===== src/hw/sarc_defines.svh =====
// Purpose: Shared constants of the converter control and serial output block.
// Assumes: Included by bare name from every file that needs it.
// Notes: The clock counts refer to falling edges of the serial clock.
`ifndef SARC_DEFINES_SVH
`define SARC_DEFINES_SVH

`define SARC_RES_BITS 12
`define SARC_FIFO_DEPTH 4
`define SARC_CYC_FIRST 4'h1
`define SARC_CYC_LAST 4'hd
`define SARC_LSB_LAST 4'hb
`define SARC_TRIAL_RST 12'h800
`define SARC_CODE_ZERO 12'h000

`endif


===== src/hw/sarc_pkg.sv =====
// Purpose: Types of the converter control and serial output block.
// Assumes: sarc_defines.svh is on the include path.
// Notes: States are one-hot with the codes written out.
`include "sarc_defines.svh"
package sarc_pkg;
	typedef enum logic [4:0] {
		ST_SAMPLE = 5'b0_0001,
		ST_HOLD = 5'b0_0010,
		ST_CONVERT = 5'b0_0100,
		ST_LSB = 5'b0_1000,
		ST_PDOWN = 5'b1_0000
	} sarc_state_e;

	typedef struct packed {
		logic lsb_first;
		logic [`SARC_RES_BITS-1:0] code;
	} sarc_res_s;

	typedef struct packed {
		logic data;
		logic oe_n;
	} sarc_pin_s;
endpackage


===== src/hw/sarc_fifo.sv =====
// Purpose: Result FIFO between the converter and the on-chip consumer.
// Assumes: One clock, asynchronous active-high reset.
// Notes: Storage is flip-flops; full and empty come from an occupancy count.
`timescale 1ns/1ns
`include "sarc_defines.svh"
module sarc_fifo #(
	parameter int WIDTH = 13,
	parameter int DEPTH = `SARC_FIFO_DEPTH
) (
	// Clock and reset
	input wire logic clk,
	input wire logic rst,
	// Filling side
	input wire logic in_valid,
	output logic in_ready,
	input wire logic [WIDTH-1:0] in_data,
	// Draining side
	output logic out_valid,
	input wire logic out_ready,
	output logic [WIDTH-1:0] out_data
);
	localparam int AW = (DEPTH > 1) ? $clog2(DEPTH) : 1;
	logic [WIDTH-1:0] mem_ff [DEPTH];
	logic [AW-1:0] wr_ff, nxt_wr, rd_ff, nxt_rd;
	logic [AW:0] cnt_ff, nxt_cnt;
	logic push, pop;

	function automatic logic [AW-1:0] ptr_inc(input logic [AW-1:0] p);
		ptr_inc = (p == AW'(DEPTH - 1)) ? '0 : p + 1'b1;
	endfunction

	assign in_ready = (cnt_ff != (AW+1)'(DEPTH));
	assign out_valid = (cnt_ff != '0);
	assign out_data = mem_ff[rd_ff];
	assign push = in_valid && in_ready;
	assign pop = out_valid && out_ready;

	always_comb begin
		nxt_wr = push ? ptr_inc(wr_ff) : wr_ff;
		nxt_rd = pop ? ptr_inc(rd_ff) : rd_ff;
		nxt_cnt = cnt_ff + (AW+1)'(push) - (AW+1)'(pop);
	end

	always_ff @(posedge clk or posedge rst) begin
		if (rst) begin
			wr_ff <= '0;
			rd_ff <= '0;
			cnt_ff <= '0;
		end else begin
			wr_ff <= nxt_wr;
			rd_ff <= nxt_rd;
			cnt_ff <= nxt_cnt;
		end
	end

	// Data words need no reset; occupancy guards every read.
	for (genvar i = 0; i < DEPTH; i++) begin : g_slot
		always_ff @(posedge clk) begin
			if (push && wr_ff == AW'(i)) begin
				mem_ff[i] <= in_data;
			end
		end
	end
endmodule // sarc_fifo


===== src/hw/sarc_ctrl.sv =====
// Purpose: Conversion control and serial data output of a 12-bit successive-approximation converter.
// Assumes: Strobe and serial clock are synchronous to clk and slower than it; comparator settles in one cycle.
// Notes: Serial clock edges are found by comparing with the previous sample; results also go to a FIFO.
`timescale 1ns/1ns
`include "sarc_defines.svh"
// Behaviour
// RULE_01 - A strobe that rose during the conversion and falls in the 13th clock selects LSB-first readout.
// RULE_02 - LSB-first readout resends the result on the next 11 clocks, low bits first, up to the top bit.
// RULE_03 - LSB-first readout powers down during the 13th clock and resumes when the strobe rises.
// RULE_04 - A conversion can be short-cycled, stopping at once before all twelve bits are decided.
// RULE_05 - Strobe high then low before the 13th clock aborts; low inside the 13th clock selects LSB-first.
// RULE_06 - The data output goes to high impedance as soon as the strobe falls.
// RULE_07 - A host that short-cycles latches the current bit before it lowers the strobe.
// RULE_08 - The result is straight unsigned binary, all zeros for zero input.
// RULE_09 - The sample-and-hold goes to hold when the strobe falls.
// RULE_10 - The host starts clocking soon enough after the strobe falls to keep droop small.
// RULE_11 - The host keeps each serial clock period within its maximum during a conversion.
// RULE_12 - An SPI-style host drives the strobe from a port pin, supplies the clock and samples data.
// RULE_13 - The host starts the clock within 5 us of the strobe falling.
// RULE_14 - A strobe still low when the 13th clock starts causes power-down until the strobe rises.
// RULE_15 - The host keeps the strobe high for at least 350 ns before the next conversion.
// RULE_16 - The first clock of a conversion drives the data output low out of high impedance.
// RULE_17 - Normal readout sends bits most significant first, ending with the lowest bit in the 13th clock.
module sarc_ctrl #(
	parameter int RES_BITS = `SARC_RES_BITS,
	parameter int FIFO_DEPTH = `SARC_FIFO_DEPTH
) (
	// Clock and reset
	input wire logic clk,
	input wire logic rst,
	// Host pins
	input wire logic conversion_strobe,
	input wire logic serial_clk,
	output sarc_pkg::sarc_pin_s data_pin,
	// Analog core
	input wire logic comp_keep,
	output logic [RES_BITS-1:0] dac_trial,
	output logic hold_mode,
	output logic power_down,
	// Result stream
	output logic res_valid,
	input wire logic res_ready,
	output sarc_pkg::sarc_res_s res_data
);
	import sarc_pkg::*;

	sarc_state_e state_ff, nxt_state;
	logic [3:0] cyc_ff, nxt_cyc;
	logic [RES_BITS-1:0] code_ff, nxt_code;
	logic dout_ff, nxt_dout, oe_n_ff, nxt_oe_n;
	logic armed_ff, nxt_armed, pd_ff, nxt_pd;
	logic conversion_strobe_q_ff, sclk_q_ff;
	logic conversion_strobe_fall, conversion_strobe_rise, sclk_fall;
	logic push, fifo_ready;
	sarc_res_s push_word;

	// Bit decided at the start of conversion clock c is bit 13-c.
	function automatic logic [3:0] bit_at(input logic [3:0] c);
		bit_at = `SARC_CYC_LAST - c;
	endfunction

	assign conversion_strobe_fall = conversion_strobe_q_ff && !conversion_strobe;
	assign conversion_strobe_rise = !conversion_strobe_q_ff && conversion_strobe;
	assign sclk_fall = sclk_q_ff && !serial_clk;

	always_ff @(posedge clk or posedge rst) begin
		if (rst) begin
			conversion_strobe_q_ff <= 1'b1;
			sclk_q_ff <= 1'b0;
		end else begin
			conversion_strobe_q_ff <= conversion_strobe;
			sclk_q_ff <= serial_clk;
		end
	end

	always_comb begin
		nxt_state = state_ff;
		nxt_cyc = cyc_ff;
		nxt_code = code_ff;
		nxt_dout = dout_ff;
		nxt_oe_n = oe_n_ff;
		nxt_armed = armed_ff;
		nxt_pd = pd_ff;
		push = 1'b0;
		push_word = '{lsb_first: 1'b0, code: code_ff};
		if (conversion_strobe_fall) begin
			nxt_oe_n = 1'b1; // [RULE_06]
		end
		if (conversion_strobe_rise) begin
			nxt_pd = 1'b0; // [RULE_03] [RULE_14]
		end
		case (state_ff)
			ST_SAMPLE: begin
				if (conversion_strobe_fall) begin
					nxt_state = ST_HOLD; // [RULE_09]
				end
			end
			ST_HOLD: begin
				if (conversion_strobe_rise) begin
					nxt_state = ST_SAMPLE;
				end else if (sclk_fall && fifo_ready) begin
					// A full result FIFO holds off the start so no finished result is lost.
					nxt_state = ST_CONVERT;
					nxt_cyc = `SARC_CYC_FIRST;
					nxt_code = `SARC_TRIAL_RST;
					nxt_armed = 1'b0;
					nxt_dout = 1'b0; // [RULE_16]
					nxt_oe_n = 1'b0; // [RULE_16]
				end
			end
			ST_CONVERT: begin
				if (conversion_strobe_rise) begin
					nxt_armed = 1'b1;
				end
				if (conversion_strobe_fall && armed_ff && cyc_ff != `SARC_CYC_LAST) begin
					nxt_state = ST_HOLD; // [RULE_04] [RULE_05]
				end else if (conversion_strobe_fall && armed_ff) begin
					nxt_state = ST_LSB; // [RULE_01] [RULE_05]
					nxt_cyc = 4'h0;
					nxt_pd = 1'b1; // [RULE_03]
					push = 1'b1;
					push_word.lsb_first = 1'b1;
				end else if (sclk_fall && cyc_ff == `SARC_CYC_LAST) begin
					push = 1'b1;
					nxt_oe_n = 1'b1;
					nxt_state = pd_ff ? ST_PDOWN : ST_SAMPLE;
				end else if (sclk_fall) begin
					// Straight binary: a kept trial bit is a one in the output code.
					nxt_cyc = cyc_ff + 4'h1;
					nxt_code[bit_at(cyc_ff + 4'h1)] = comp_keep; // [RULE_08]
					if (bit_at(cyc_ff + 4'h1) != 4'h0) begin
						nxt_code[bit_at(cyc_ff + 4'h1) - 4'h1] = 1'b1;
					end
					nxt_dout = comp_keep; // [RULE_17]
					if (cyc_ff + 4'h1 == `SARC_CYC_LAST && !conversion_strobe) begin
						nxt_pd = 1'b1; // [RULE_14]
					end
				end
			end
			ST_LSB: begin
				if (conversion_strobe_rise) begin
					nxt_state = ST_SAMPLE; // [RULE_03]
					nxt_oe_n = 1'b1;
				end else if (sclk_fall && cyc_ff == `SARC_LSB_LAST) begin
					nxt_state = ST_PDOWN;
					nxt_oe_n = 1'b1;
				end else if (sclk_fall) begin
					nxt_cyc = cyc_ff + 4'h1;
					nxt_dout = code_ff[cyc_ff + 4'h1]; // [RULE_02]
					nxt_oe_n = 1'b0;
				end
			end
			ST_PDOWN: begin
				if (conversion_strobe_rise) begin
					nxt_state = ST_SAMPLE; // [RULE_14]
				end
			end
			default: begin
				nxt_state = ST_SAMPLE;
				nxt_oe_n = 1'b1;
			end
		endcase
	end

	always_ff @(posedge clk or posedge rst) begin
		if (rst) begin
			state_ff <= ST_SAMPLE;
			cyc_ff <= 4'h0;
			code_ff <= `SARC_CODE_ZERO;
			dout_ff <= 1'b0;
			oe_n_ff <= 1'b1;
			armed_ff <= 1'b0;
			pd_ff <= 1'b0;
		end else begin
			state_ff <= nxt_state;
			cyc_ff <= nxt_cyc;
			code_ff <= nxt_code;
			dout_ff <= nxt_dout;
			oe_n_ff <= nxt_oe_n;
			armed_ff <= nxt_armed;
			pd_ff <= nxt_pd;
		end
	end

	assign data_pin = '{data: dout_ff, oe_n: oe_n_ff};
	assign dac_trial = code_ff;
	assign hold_mode = (state_ff != ST_SAMPLE); // [RULE_09]
	assign power_down = pd_ff;

	sarc_fifo #(
		.WIDTH($bits(sarc_res_s)),
		.DEPTH(FIFO_DEPTH)
	) u_fifo (
		.clk(clk),
		.rst(rst),
		.in_valid(push),
		.in_ready(fifo_ready),
		.in_data(push_word),
		.out_valid(res_valid),
		.out_ready(res_ready),
		.out_data(res_data)
	);
endmodule // sarc_ctrl


===== config.mk =====
export PLATFORM = sky130hd
export DESIGN_NAME = sarc_ctrl
export DESIGN_NICKNAME = d
export VERILOG_FILES = /design/src/hw/sarc_pkg.sv /design/src/hw/sarc_fifo.sv /design/src/hw/sarc_ctrl.sv
export VERILOG_INCLUDE_DIRS = /design/src /design/src/hw
export SDC_FILE = /design/constraint.sdc
export NUM_CORES = 1
export LEC_CHECK = 0
export ABC_AREA = 1
export BUFFER_PORTS_ARGS = -buffer_cell sky130_fd_sc_hd__buf_4
export CELL_PAD_IN_SITES_DETAIL_PLACEMENT = 1
export CELL_PAD_IN_SITES_GLOBAL_PLACEMENT = 1
export CORE_MARGIN = 1.5
export CORE_UTILIZATION = 43
export CTS_BUF_LIST = sky130_fd_sc_hd__clkbuf_4 sky130_fd_sc_hd__clkbuf_8
export CTS_CLUSTER_DIAMETER = 30
export DETAILED_ROUTE_END_ITERATION = 7
export GPL_TIMING_DRIVEN = 0
export PLACE_DENSITY = 0.78
export SYNTH_ARGS = -nofsm -noshare
export SYNTH_HDL_FRONTEND = slang
export SYNTH_SLANG_ARGS = --single-unit

===== constraint.sdc =====
create_clock -name clk -period 2.6 [get_ports clk]
set_clock_uncertainty 0.2 [all_clocks]
set_input_delay 0 -clock clk [delete_from_list [all_inputs] [get_ports clk]]
set_output_delay 0 -clock clk [all_outputs]
set_load 0.01 [all_outputs]

==> impl_metrics.env, run 1 <==
export IMPL_start_kind="flip-flop"
export IMPL_fin_hold_ws_ns=0.0196
export IMPL_power_leakage_nw=2.68
export IMPL_fin_nets=637
export IMPL_timing_rr_start="cyc_ff[0]"
export IMPL_cts_tree="yes"
export IMPL_ys_seq_elements=86
export IMPL_io_buffers=34
export IMPL_clk_root_buffer_cell="clkbuf_8"
export IMPL_critPathCaptureType="flip-flop"
export IMPL_die_y_um=108
export IMPL_synth_edf_count=52
export IMPL_grt_overflow=0
export IMPL_clkTransAtPathRegs_ns=0.09
export IMPL_grt_first_pass_wirelength_um=22100
export IMPL_drive_above_1_share_pct=24.5
export IMPL_htree_num_levels=3
export IMPL_synthCells=548
export IMPL_drtAntennaViolNets=0
export IMPL_clkSinkCount=86
export IMPL_final_common_cell="nand2_1"
export IMPL_power_density_nw_per_um2=913
export IMPL_timing_fmax_mhz=386
export IMPL_diodes=0
export IMPL_worstHoldPathType="in2reg"
export IMPL_core_um2=10800
export IMPL_worstSkewPairLatency_ns=0.37
export IMPL_die_area_um2=11700
export IMPL_place_congestion=0.875
export IMPL_rows=38
export IMPL_min_period_ns=2.59
export IMPL_finalCritPeriodShare_pct=99.6
export IMPL_status="complete, no violations"
export IMPL_start_util_pct=44.0
export IMPL_fp_dieW_um=108
export IMPL_ys_seq_area_share_pct=50.6
export IMPL_yosys_warnings=0
export IMPL_slew_violations=0
export IMPL_num_vias=4096
export IMPL_hold_depth=5
export IMPL_synth_flop_cell="edfxtp_1"
export IMPL_grt_max_degree=35
export IMPL_relSlewSlack_pct=50.2
export IMPL_finalSetupViolCount=0
export IMPL_io_pins=36
export IMPL_grtUsageTotal_pct=25.1
export IMPL_avgSynthCellArea_um2=8.71
export IMPL_critPathMaxFanout=8
export IMPL_async_flop_share_pct=39.5
export IMPL_final_cell_mix="nand2_1 (130), buf_4 (65), edfxtp_1 (52), nand3_1 (48), nor2_1 (47)"
export IMPL_cp_startpoint="cyc_ff[0]"
export IMPL_drc=0
export IMPL_routedWlPerCell_um=18.6
export IMPL_cts_buffer_depth=2
export IMPL_ir_drop_v=0.000428
export IMPL_tns_ns=0
export IMPL_syn_to_final_growth_pct=21.3
export IMPL_syn_area_um2=4770
export IMPL_cp_data_arrival_time_ns=2.65
export IMPL_crit_type="reg2reg"
export IMPL_drt_first_pass_iters=4
export IMPL_rr_endpoint="dac_trial[1]"
export IMPL_antenna_found_initial=0
export IMPL_cp_data_required_time_ns=2.66
export IMPL_tightest_slew_ns=0.746
export IMPL_cts_buffers=9
export IMPL_hold_violations=0
export IMPL_min_to="dout_ff"
export IMPL_reg2reg_slack_ns=0.01
export IMPL_maxCapViolCount=0
export IMPL_rsz0062_at_grt="yes"
export IMPL_ff2ff_path_depth=12
export IMPL_routed_wl_um=14100
export IMPL_avgViaCountPerCell=5.41
export IMPL_drtIter0Drc=218
export IMPL_worstHoldStart="comp_keep"
export IMPL_dp_hpwl_um=9230
export IMPL_grt_pass1_vias=4291
export IMPL_synth_cell_types=38
export IMPL_syn_num_nets=573
logic make-up after synthesis:
logic type | count (synthesis) | share of synthesized area, %
AO/OA/AOI/OAI | 77 | 8.84
XOR/XNOR | 4 | 0.734
adder cells (fa/ha/maj) | 19 | 5.14
buffers and inverters | 88 | 8.58
flip-flops | 86 | 50.6
AND/OR/NAND/NOR | 274 | 26.1
metrics by stage:
stage	worst slack (ns)	util, %	cells	power [W]	area (um2)
6_report	0.0115	53.4	757	0.00528	5790
5_1_grt	-0.128	53.4	757	0.00560	5790
4_1_cts	0.00133	52.0	751	0.00514	5640
3_5_place_dp	-0.504	48.2	722	0.00389	5220
3_3_place_gp	-0.457	48.2	722	0.00379	5220
2_1_floorplan	0.0183	-	548	0.00313	4790
sequential cells by signal, summed over array words and instances (netlist names), 2 cells and up:
name,cells
cyc_ff,4
dac_trial,12
state_ff,5
u_fifo.cnt_ff,3
u_fifo.mem_ff,52
u_fifo.rd_ff,2
u_fifo.wr_ff,2
cell usage after synthesis (3+ instances only):
master | instances | area (um2)
o21ai_0 | 41 | 205
o21ai_1 | 7 | 35.0
inv_1 | 49 | 184
nand4_1 | 7 | 43.8
edfxtp_1 | 52 | 1560
nand2_1 | 133 | 499
nor2_1 | 53 | 199
nor2_2 | 8 | 50.1
o211ai_1 | 3 | 22.5
nand2_2 | 5 | 31.3
a21oi_1 | 9 | 45.0
nand3_2 | 4 | 40.0
clkbuf_1 | 8 | 30.0
dfrtp_1 | 31 | 776
ha_1 | 18 | 225
nor3_1 | 3 | 15.0
dfstp_2 | 3 | 78.8
buf_4 | 17 | 128
inv_2 | 8 | 30.0
nand3_1 | 51 | 255
buf_2 | 4 | 20.0
o22ai_1 | 13 | 81.3
layer usage:
metal	GRT usage, %	routed length (um)	vias up
met3	4.22	495	26
met5	0	0	-
met1	30.7	5890	2041
met2	44.3	7330	90
met4	9.21	340	0
li1	-	-	1939
final cells by class:
type,instances,area [um2]
clock inverter,6,93.8
clock buffer,10,131
multi-input combinational,375,2110
timing repair buffer,53,420
buffer,29,199
inverter,58,236
sequential,86,2420
tap,140,175
fill,1291,5050
worst max-delay path by stage:
stage                           to  cells after the start
2_1_floorplan     u_fifo.cnt_ff[2]                     11
3_3_place_gp   u_fifo.mem_ff[0][6]                      8
3_5_place_dp   u_fifo.mem_ff[2][8]                      8
4_1_cts           u_fifo.cnt_ff[2]                     11
5_1_grt               dac_trial[1]                     12
6_report              dac_trial[1]                     12
worst max-delay path, cell delays in order (launching register included):
cell	delay, ns
dfrtp_2	0.42
buf_6	0.13
clkinvlp_4	0.13
ha_4	0.30
buf_4	0.16
ha_1	0.21
nand3_1	0.25
nand3_1	0.22
nand2_2	0.15
nand3_1	0.11
nand2_1	0.06
nand2_1	0.07
nand2_1	0.06
power breakdown:
group          internal (W)  switching, W
Clock              0.000563      0.000532
Combinational      0.000943       0.00151
Sequential          0.00158      0.000154
Total               0.00308       0.00220
repair_timing:
item,CTS,global route
setup endpoints to repair,66,59
hold buffers,4,0
gates cloned,0,1
gates resized for setup,24,23
pin swaps,4,8
buffers inserted,9,6
hold endpoints to repair,41,0
Power figures use the tool's default switching activity.
==> run 2, diff against run 1 <==
--- a/config.mk
+++ b/config.mk
@@ -8,10 +8,8 @@
 export LEC_CHECK = 0
 export ABC_AREA = 1
 export BUFFER_PORTS_ARGS = -buffer_cell sky130_fd_sc_hd__buf_4
-export CELL_PAD_IN_SITES_DETAIL_PLACEMENT = 1
-export CELL_PAD_IN_SITES_GLOBAL_PLACEMENT = 1
 export CORE_MARGIN = 1.5
-export CORE_UTILIZATION = 43
+export CORE_UTILIZATION = 56
 export CTS_BUF_LIST = sky130_fd_sc_hd__clkbuf_4 sky130_fd_sc_hd__clkbuf_8
 export CTS_CLUSTER_DIAMETER = 30
 export DETAILED_ROUTE_END_ITERATION = 7
==> impl_metrics.env, run 2 (synthesized netlist as in run 1, its figures left out) <==
export IMPL_clkTransAtPathRegs_ns=0.10
export IMPL_power_leakage_nw=2.70
export IMPL_drt_first_pass_iters=7
export IMPL_routed_wl_um=11100
export IMPL_start_util_pct=58.1
export IMPL_drive_above_1_share_pct=24.8
export IMPL_io_buffers=34
export IMPL_hold_depth=2
export IMPL_cts_buffers=9
export IMPL_min_to="sclk_q_ff"
export IMPL_fillers=605
export IMPL_critPathMaxFanout=6
export IMPL_die_area_um2=9080
export IMPL_min_period_ns=2.52
export IMPL_final_common_cell="nand2_1"
export IMPL_routedWlPerCell_um=15.1
export IMPL_hold_violations=0
export IMPL_clk_root_buffer_cell="clkbuf_8"
export IMPL_grt_first_pass_wirelength_um=17300
export IMPL_diodes=0
export IMPL_ff2ff_path_depth=11
export IMPL_reg2reg_slack_ns=0.08
export IMPL_worstHoldPathType="in2reg"
export IMPL_cts_buffer_depth=2
export IMPL_fin_hold_ws_ns=0.114
export IMPL_timing_fmax_mhz=398
export IMPL_grtUsageTotal_pct=25.2
export IMPL_rr_endpoint="u_fifo.cnt_ff[2]"
export IMPL_rows=33
export IMPL_cp_data_arrival_time_ns=2.55
export IMPL_maxCapViolCount=0
export IMPL_drtIter0Drc=291
export IMPL_ir_drop_v=0.000377
export IMPL_htree_num_levels=3
export IMPL_avgViaCountPerCell=5.58
export IMPL_place_congestion=0.954
export IMPL_syn_to_final_growth_pct=21.4
export IMPL_tns_ns=0
export IMPL_grt_overflow=0
export IMPL_start_kind="flip-flop"
export IMPL_final_instance_count_excl_fill=731
export IMPL_dp_cells=687
export IMPL_cts_tree="yes"
export IMPL_core_um2=8220
export IMPL_crit_type="reg2reg"
export IMPL_finalCritPeriodShare_pct=96.8
export IMPL_power_density_nw_per_um2=895
export IMPL_grt_max_degree=35
export IMPL_antenna_found_initial=0
export IMPL_grt_pass1_vias=3680
export IMPL_final_cell_mix="nand2_1 (131), buf_4 (72), edfxtp_1 (52), nor2_1 (48), nand3_1 (48)"
export IMPL_worstHoldStart="serial_clk"
export IMPL_die_y_um=95.3
export IMPL_fin_nets=646
export IMPL_dp_hpwl_um=7300
export IMPL_finalSetupViolCount=0
export IMPL_num_vias=4082
export IMPL_io_pins=36
export IMPL_worstSkewPairLatency_ns=0.35
export IMPL_drtAntennaViolNets=0
export IMPL_tightest_slew_ns=0.709
export IMPL_top_register="u_fifo.mem_ff"
export IMPL_timing_rr_start="cyc_ff[1]"
export IMPL_slew_violations=0
export IMPL_critPathCaptureType="flip-flop"
export IMPL_drc=0
export IMPL_clkSinkCount=86
export IMPL_cp_data_required_time_ns=2.64
export IMPL_relSlewSlack_pct=52.6
export IMPL_largest_reg_flops=52
export IMPL_fp_dieW_um=95.3
export IMPL_status="complete, no violations"
-- run 2: worst max-delay path by stage --
| stage | slack, ns | depth (start not counted) | endpoint | startpoint |
|---|---|---|---|---|
| finish | 0.08 | 11 | u_fifo.cnt_ff[2] | cyc_ff[1] |
| global route | -0.02 | 11 | u_fifo.cnt_ff[2] | cyc_ff[1] |
| CTS | -0.009 | 11 | u_fifo.cnt_ff[2] | cyc_ff[1] |
| detailed placement | -0.44 | 8 | u_fifo.mem_ff[0][4] | cyc_ff[1] |
| global placement | -0.40 | 13 | dac_trial[0] | cyc_ff[1] |
| floorplan | 0.02 | 11 | u_fifo.cnt_ff[2] | cyc_ff[1] |
-- run 2: metal layers --
metal | vias up | share of wire [%] | global-route usage [%]
met5 | - | 0 | 0
met4 | 0 | 3.0 | 10.8
met3 | 43 | 6.3 | 4.70
met2 | 172 | 50 | 42.7
met1 | 1916 | 41 | 31.3
li1 | 1951 | - | -
-- run 2: timing repair --
| action | in CTS | in global routing |
|---|---|---|
| gates resized for setup | 21 | 17 |
| endpoints found under the setup margin | 66 | 35 |
| hold buffers | 5 | 0 |
| pin swaps | 3 | 11 |
| buffers inserted | 8 | 15 |
| hold endpoints to repair | 43 | 0 |
-- run 2: power by group --
part	internal [W]	switching, W	total (W)	leakage (nW)
Sequential	0.00157	0.000113	0.00169	0.951
Clock	0.000562	0.000494	0.00106	0.108
Combinational	0.000990	0.00145	0.00244	1.65
Total	0.00313	0.00206	0.00519	2.70
-- run 2: area by class of cell --
type,count,area (um2),area share [%]
Tap cell,105,131,2.27
Clock buffer,10,131,2.27
Buffer,30,199,3.43
Sequential cell,86,2420,41.7
Multi-Input combinational cell,374,2100,36.3
Clock inverter,6,95.1,1.64
Timing Repair Buffer,62,482,8.32
Inverter,58,234,4.04
-- run 2: critical path: stages (launching register included) --
cell and delay (ns):
dfrtp_2 0.48, inv_4 0.11, ha_4 0.16, nand3_4 0.12
nor2_4 0.13, nor2_2 0.07, nor3_4 0.23, ha_1 0.18
inv_1 0.05, fa_2 0.35, xnor2_2 0.15, xor2_1 0.16
-- run 2: through the flow --
stage / area, um2 / utilization (%) / setup slack [ns] / total power (W)
after floorplan: 4790 / - / 0.0183 / 0.00313
after global placement: 5180 / 63.0 / -0.403 / 0.00374
after detailed placement: 5180 / 63.0 / -0.436 / 0.00380
after CTS: 5610 / 68.3 / -0.00887 / 0.00496
after global routing: 5790 / 70.5 / -0.0196 / 0.00549
final: 5790 / 70.5 / 0.0845 / 0.00519
==> run 3, diff against run 2 <==
==> constraint.sdc (replaced) <==
create_clock -name clk -period 2.6 [get_ports clk]
set_clock_uncertainty 0.2 [all_clocks]
set_input_delay 0.13 -clock clk [delete_from_list [all_inputs] [get_ports clk]]
set_output_delay 0.13 -clock clk [all_outputs]
set_load 0.01 [all_outputs]
==> impl_metrics.env, run 3 (synthesized netlist as in run 1, its figures left out) <==
export IMPL_finalSetupViolCount=0
export IMPL_clkSinkCount=86
export IMPL_grt_max_degree=35
export IMPL_top_register="u_fifo.mem_ff"
export IMPL_power_internal_w=0.00305
export IMPL_p_sw_w=0.00202
export IMPL_grtUsageTotal_pct=25.4
export IMPL_relSlewSlack_pct=52.2
export IMPL_cts_buffers=9
export IMPL_cp_data_arrival_time_ns=2.61
export IMPL_worstHoldPathType="in2reg"
export IMPL_cts_buffer_depth=2
export IMPL_htree_num_levels=3
export IMPL_final_common_cell="nand2_1"
export IMPL_min_period_ns=2.52
export IMPL_fin_hold_ws_ns=0.0445
export IMPL_largest_reg_flops=52
export IMPL_critPathCaptureType="flip-flop"
export IMPL_avgViaCountPerCell=5.47
export IMPL_p_total_w=0.00508
export IMPL_fp_dieW_um=95.3
export IMPL_drtIter0Drc=291
export IMPL_p_sw_share_pct=39.8
export IMPL_power_leakage_nw=2.65
export IMPL_io_buffers=34
export IMPL_drt_first_pass_iters=5
export IMPL_ir_drop_v=0.000378
export IMPL_final_cell_mix="nand2_1 (132), buf_4 (62), edfxtp_1 (52), nand3_1 (50), nor2_1 (48)"
export IMPL_die_y_um=95.3
export IMPL_path_cells="buf_4, ha_4, xnor2_4, inv_2, ha_1, buf_6, inv_4, nor2_1, or2_4, inv_4, nand2_1, nor2_1, nor2_1, nor2_1"
export IMPL_grt_first_pass_wirelength_um=17400
export IMPL_hold_violations=0
export IMPL_maxCapViolCount=0
export IMPL_start_kind="flip-flop"
export IMPL_cp_data_required_time_ns=2.69
export IMPL_slew_violations=0
export IMPL_num_vias=3937
export IMPL_drive_above_1_share_pct=23.1
export IMPL_timing_fmax_mhz=398
export IMPL_crit_slowest_cell="dfrtp_1"
export IMPL_cts_tree="yes"
export IMPL_syn_to_final_growth_pct=19.1
export IMPL_clk_root_buffer_cell="clkbuf_8"
export IMPL_critPathMaxFanout=8
export IMPL_core_um2=8220
export IMPL_comb_power_share_pct=45.9
export IMPL_routedWlPerCell_um=15.0
export IMPL_cp_common_cell="nor2_1"
export IMPL_pwr_share_seq_pct=33.2
export IMPL_cpPeakStageDelay_ns=0.40
export IMPL_fin_ws_ns=0.0845
export IMPL_clkTransAtPathRegs_ns=0.09
export IMPL_status="complete, no violations"
export IMPL_critical_path_top_delay_family="simple AND/OR/NAND/NOR gates"
export IMPL_clock_power_share_pct=20.8
export IMPL_finalCritPeriodShare_pct=96.8
export IMPL_die_area_um2=9080
export IMPL_rsz0062_at_grt="yes"
export IMPL_crit_type="reg2reg"
export IMPL_fin_nets=635
export IMPL_finish_utilization_pct=69.1
export IMPL_power_density_nw_per_um2=894
export IMPL_dp_slack_ns=-0.436
export IMPL_start_util_pct=58.1
export IMPL_routed_wl_um=10800
export IMPL_rows=33
export IMPL_grt_pass1_vias=3694
export IMPL_drtAntennaViolNets=0
export IMPL_timing_critical_path_buf_inv=5
export IMPL_dp_hpwl_um=7300
export IMPL_grt_overflow=0
export IMPL_place_congestion=0.954
export IMPL_io_pins=36
export IMPL_drc=0
export IMPL_antenna_found_initial=0
export IMPL_tns_ns=0
export IMPL_diodes=0
export IMPL_tightest_slew_ns=0.716
export IMPL_worstSkewPairLatency_ns=0.35
==> run 3: cell count changes in the layout (fill, tap and decap cells not counted), sizes merged <==
cell  before  now
buf       79   68
==> run 3: through the flow <==
step	std cells	area (um2)
detailed placement	687	5180
global placement	687	5180
finish	720	5680
CTS	716	5610
floorplan	548	4790
global route	720	5680
==> run 3: final timing paths <==
check	start	to	slack (ns)	cells after the start
min in group asynchronous	rst	u_fifo.cnt_ff[1]	0.26	3
min reg2reg	dout_ff	dout_ff	0.30	2
min	res_ready	u_fifo.rd_ff[1]	0.04	4
max in group asynchronous	rst	cyc_ff[1]	1.44	3
max reg2reg	cyc_ff[0]	dac_trial[11]	0.08	14
max	cyc_ff[0]	dac_trial[11]	0.08	14
==> run 3: worst reg2reg max path, stage by stage, from the launching register on <==
cell,delay (ns)
dfrtp_1,0.40
buf_4,0.17
ha_4,0.20
xnor2_4,0.16
inv_2,0.08
ha_1,0.29
buf_6,0.15
inv_4,0.09
nor2_1,0.05
or2_4,0.26
inv_4,0.09
nand2_1,0.06
nor2_1,0.13
nor2_1,0.06
nor2_1,0.08
==> run 3: final cells by class <==
type,count,area [um2]
clock inverters,6,95.1
repair buffers,51,395
fillers,618,2540
plain buffers,30,201
well taps,105,131
flip-flops and latches,86,2420
inverters,58,231
multi-input cells,374,2080
clock buffers,10,131
==> run 3: metal layers <==
metal  up-vias  GRT usage [%]  share of wire [%]
li1       1927              -                  -
met1      1859           31.5                 42
met2       133           43.2                 50
met3        18           4.78                5.9
met4         0           10.8                1.6
met5         -              0                  0
==> run 3: power groups by stage <==
stage / registers, W / clock network [W] / logic (W)
floorplan: 0.00169 / 0 / 0.00144
global placement: 0.00171 / 0 / 0.00204
detailed placement: 0.00172 / 0 / 0.00208
CTS: 0.00168 / 0.00107 / 0.00221
global route: 0.00171 / 0.00112 / 0.00254
finish: 0.00169 / 0.00106 / 0.00233
==> run 3: what timing repair did <==
item                                    in CTS  in global routing
endpoints found under the setup margin      66                 43
buffers inserted                             8                  4
pin swaps                                    3                  6
hold endpoints to repair                    36                  0
gates resized for setup                     21                 15
hold buffers                                 5                  0
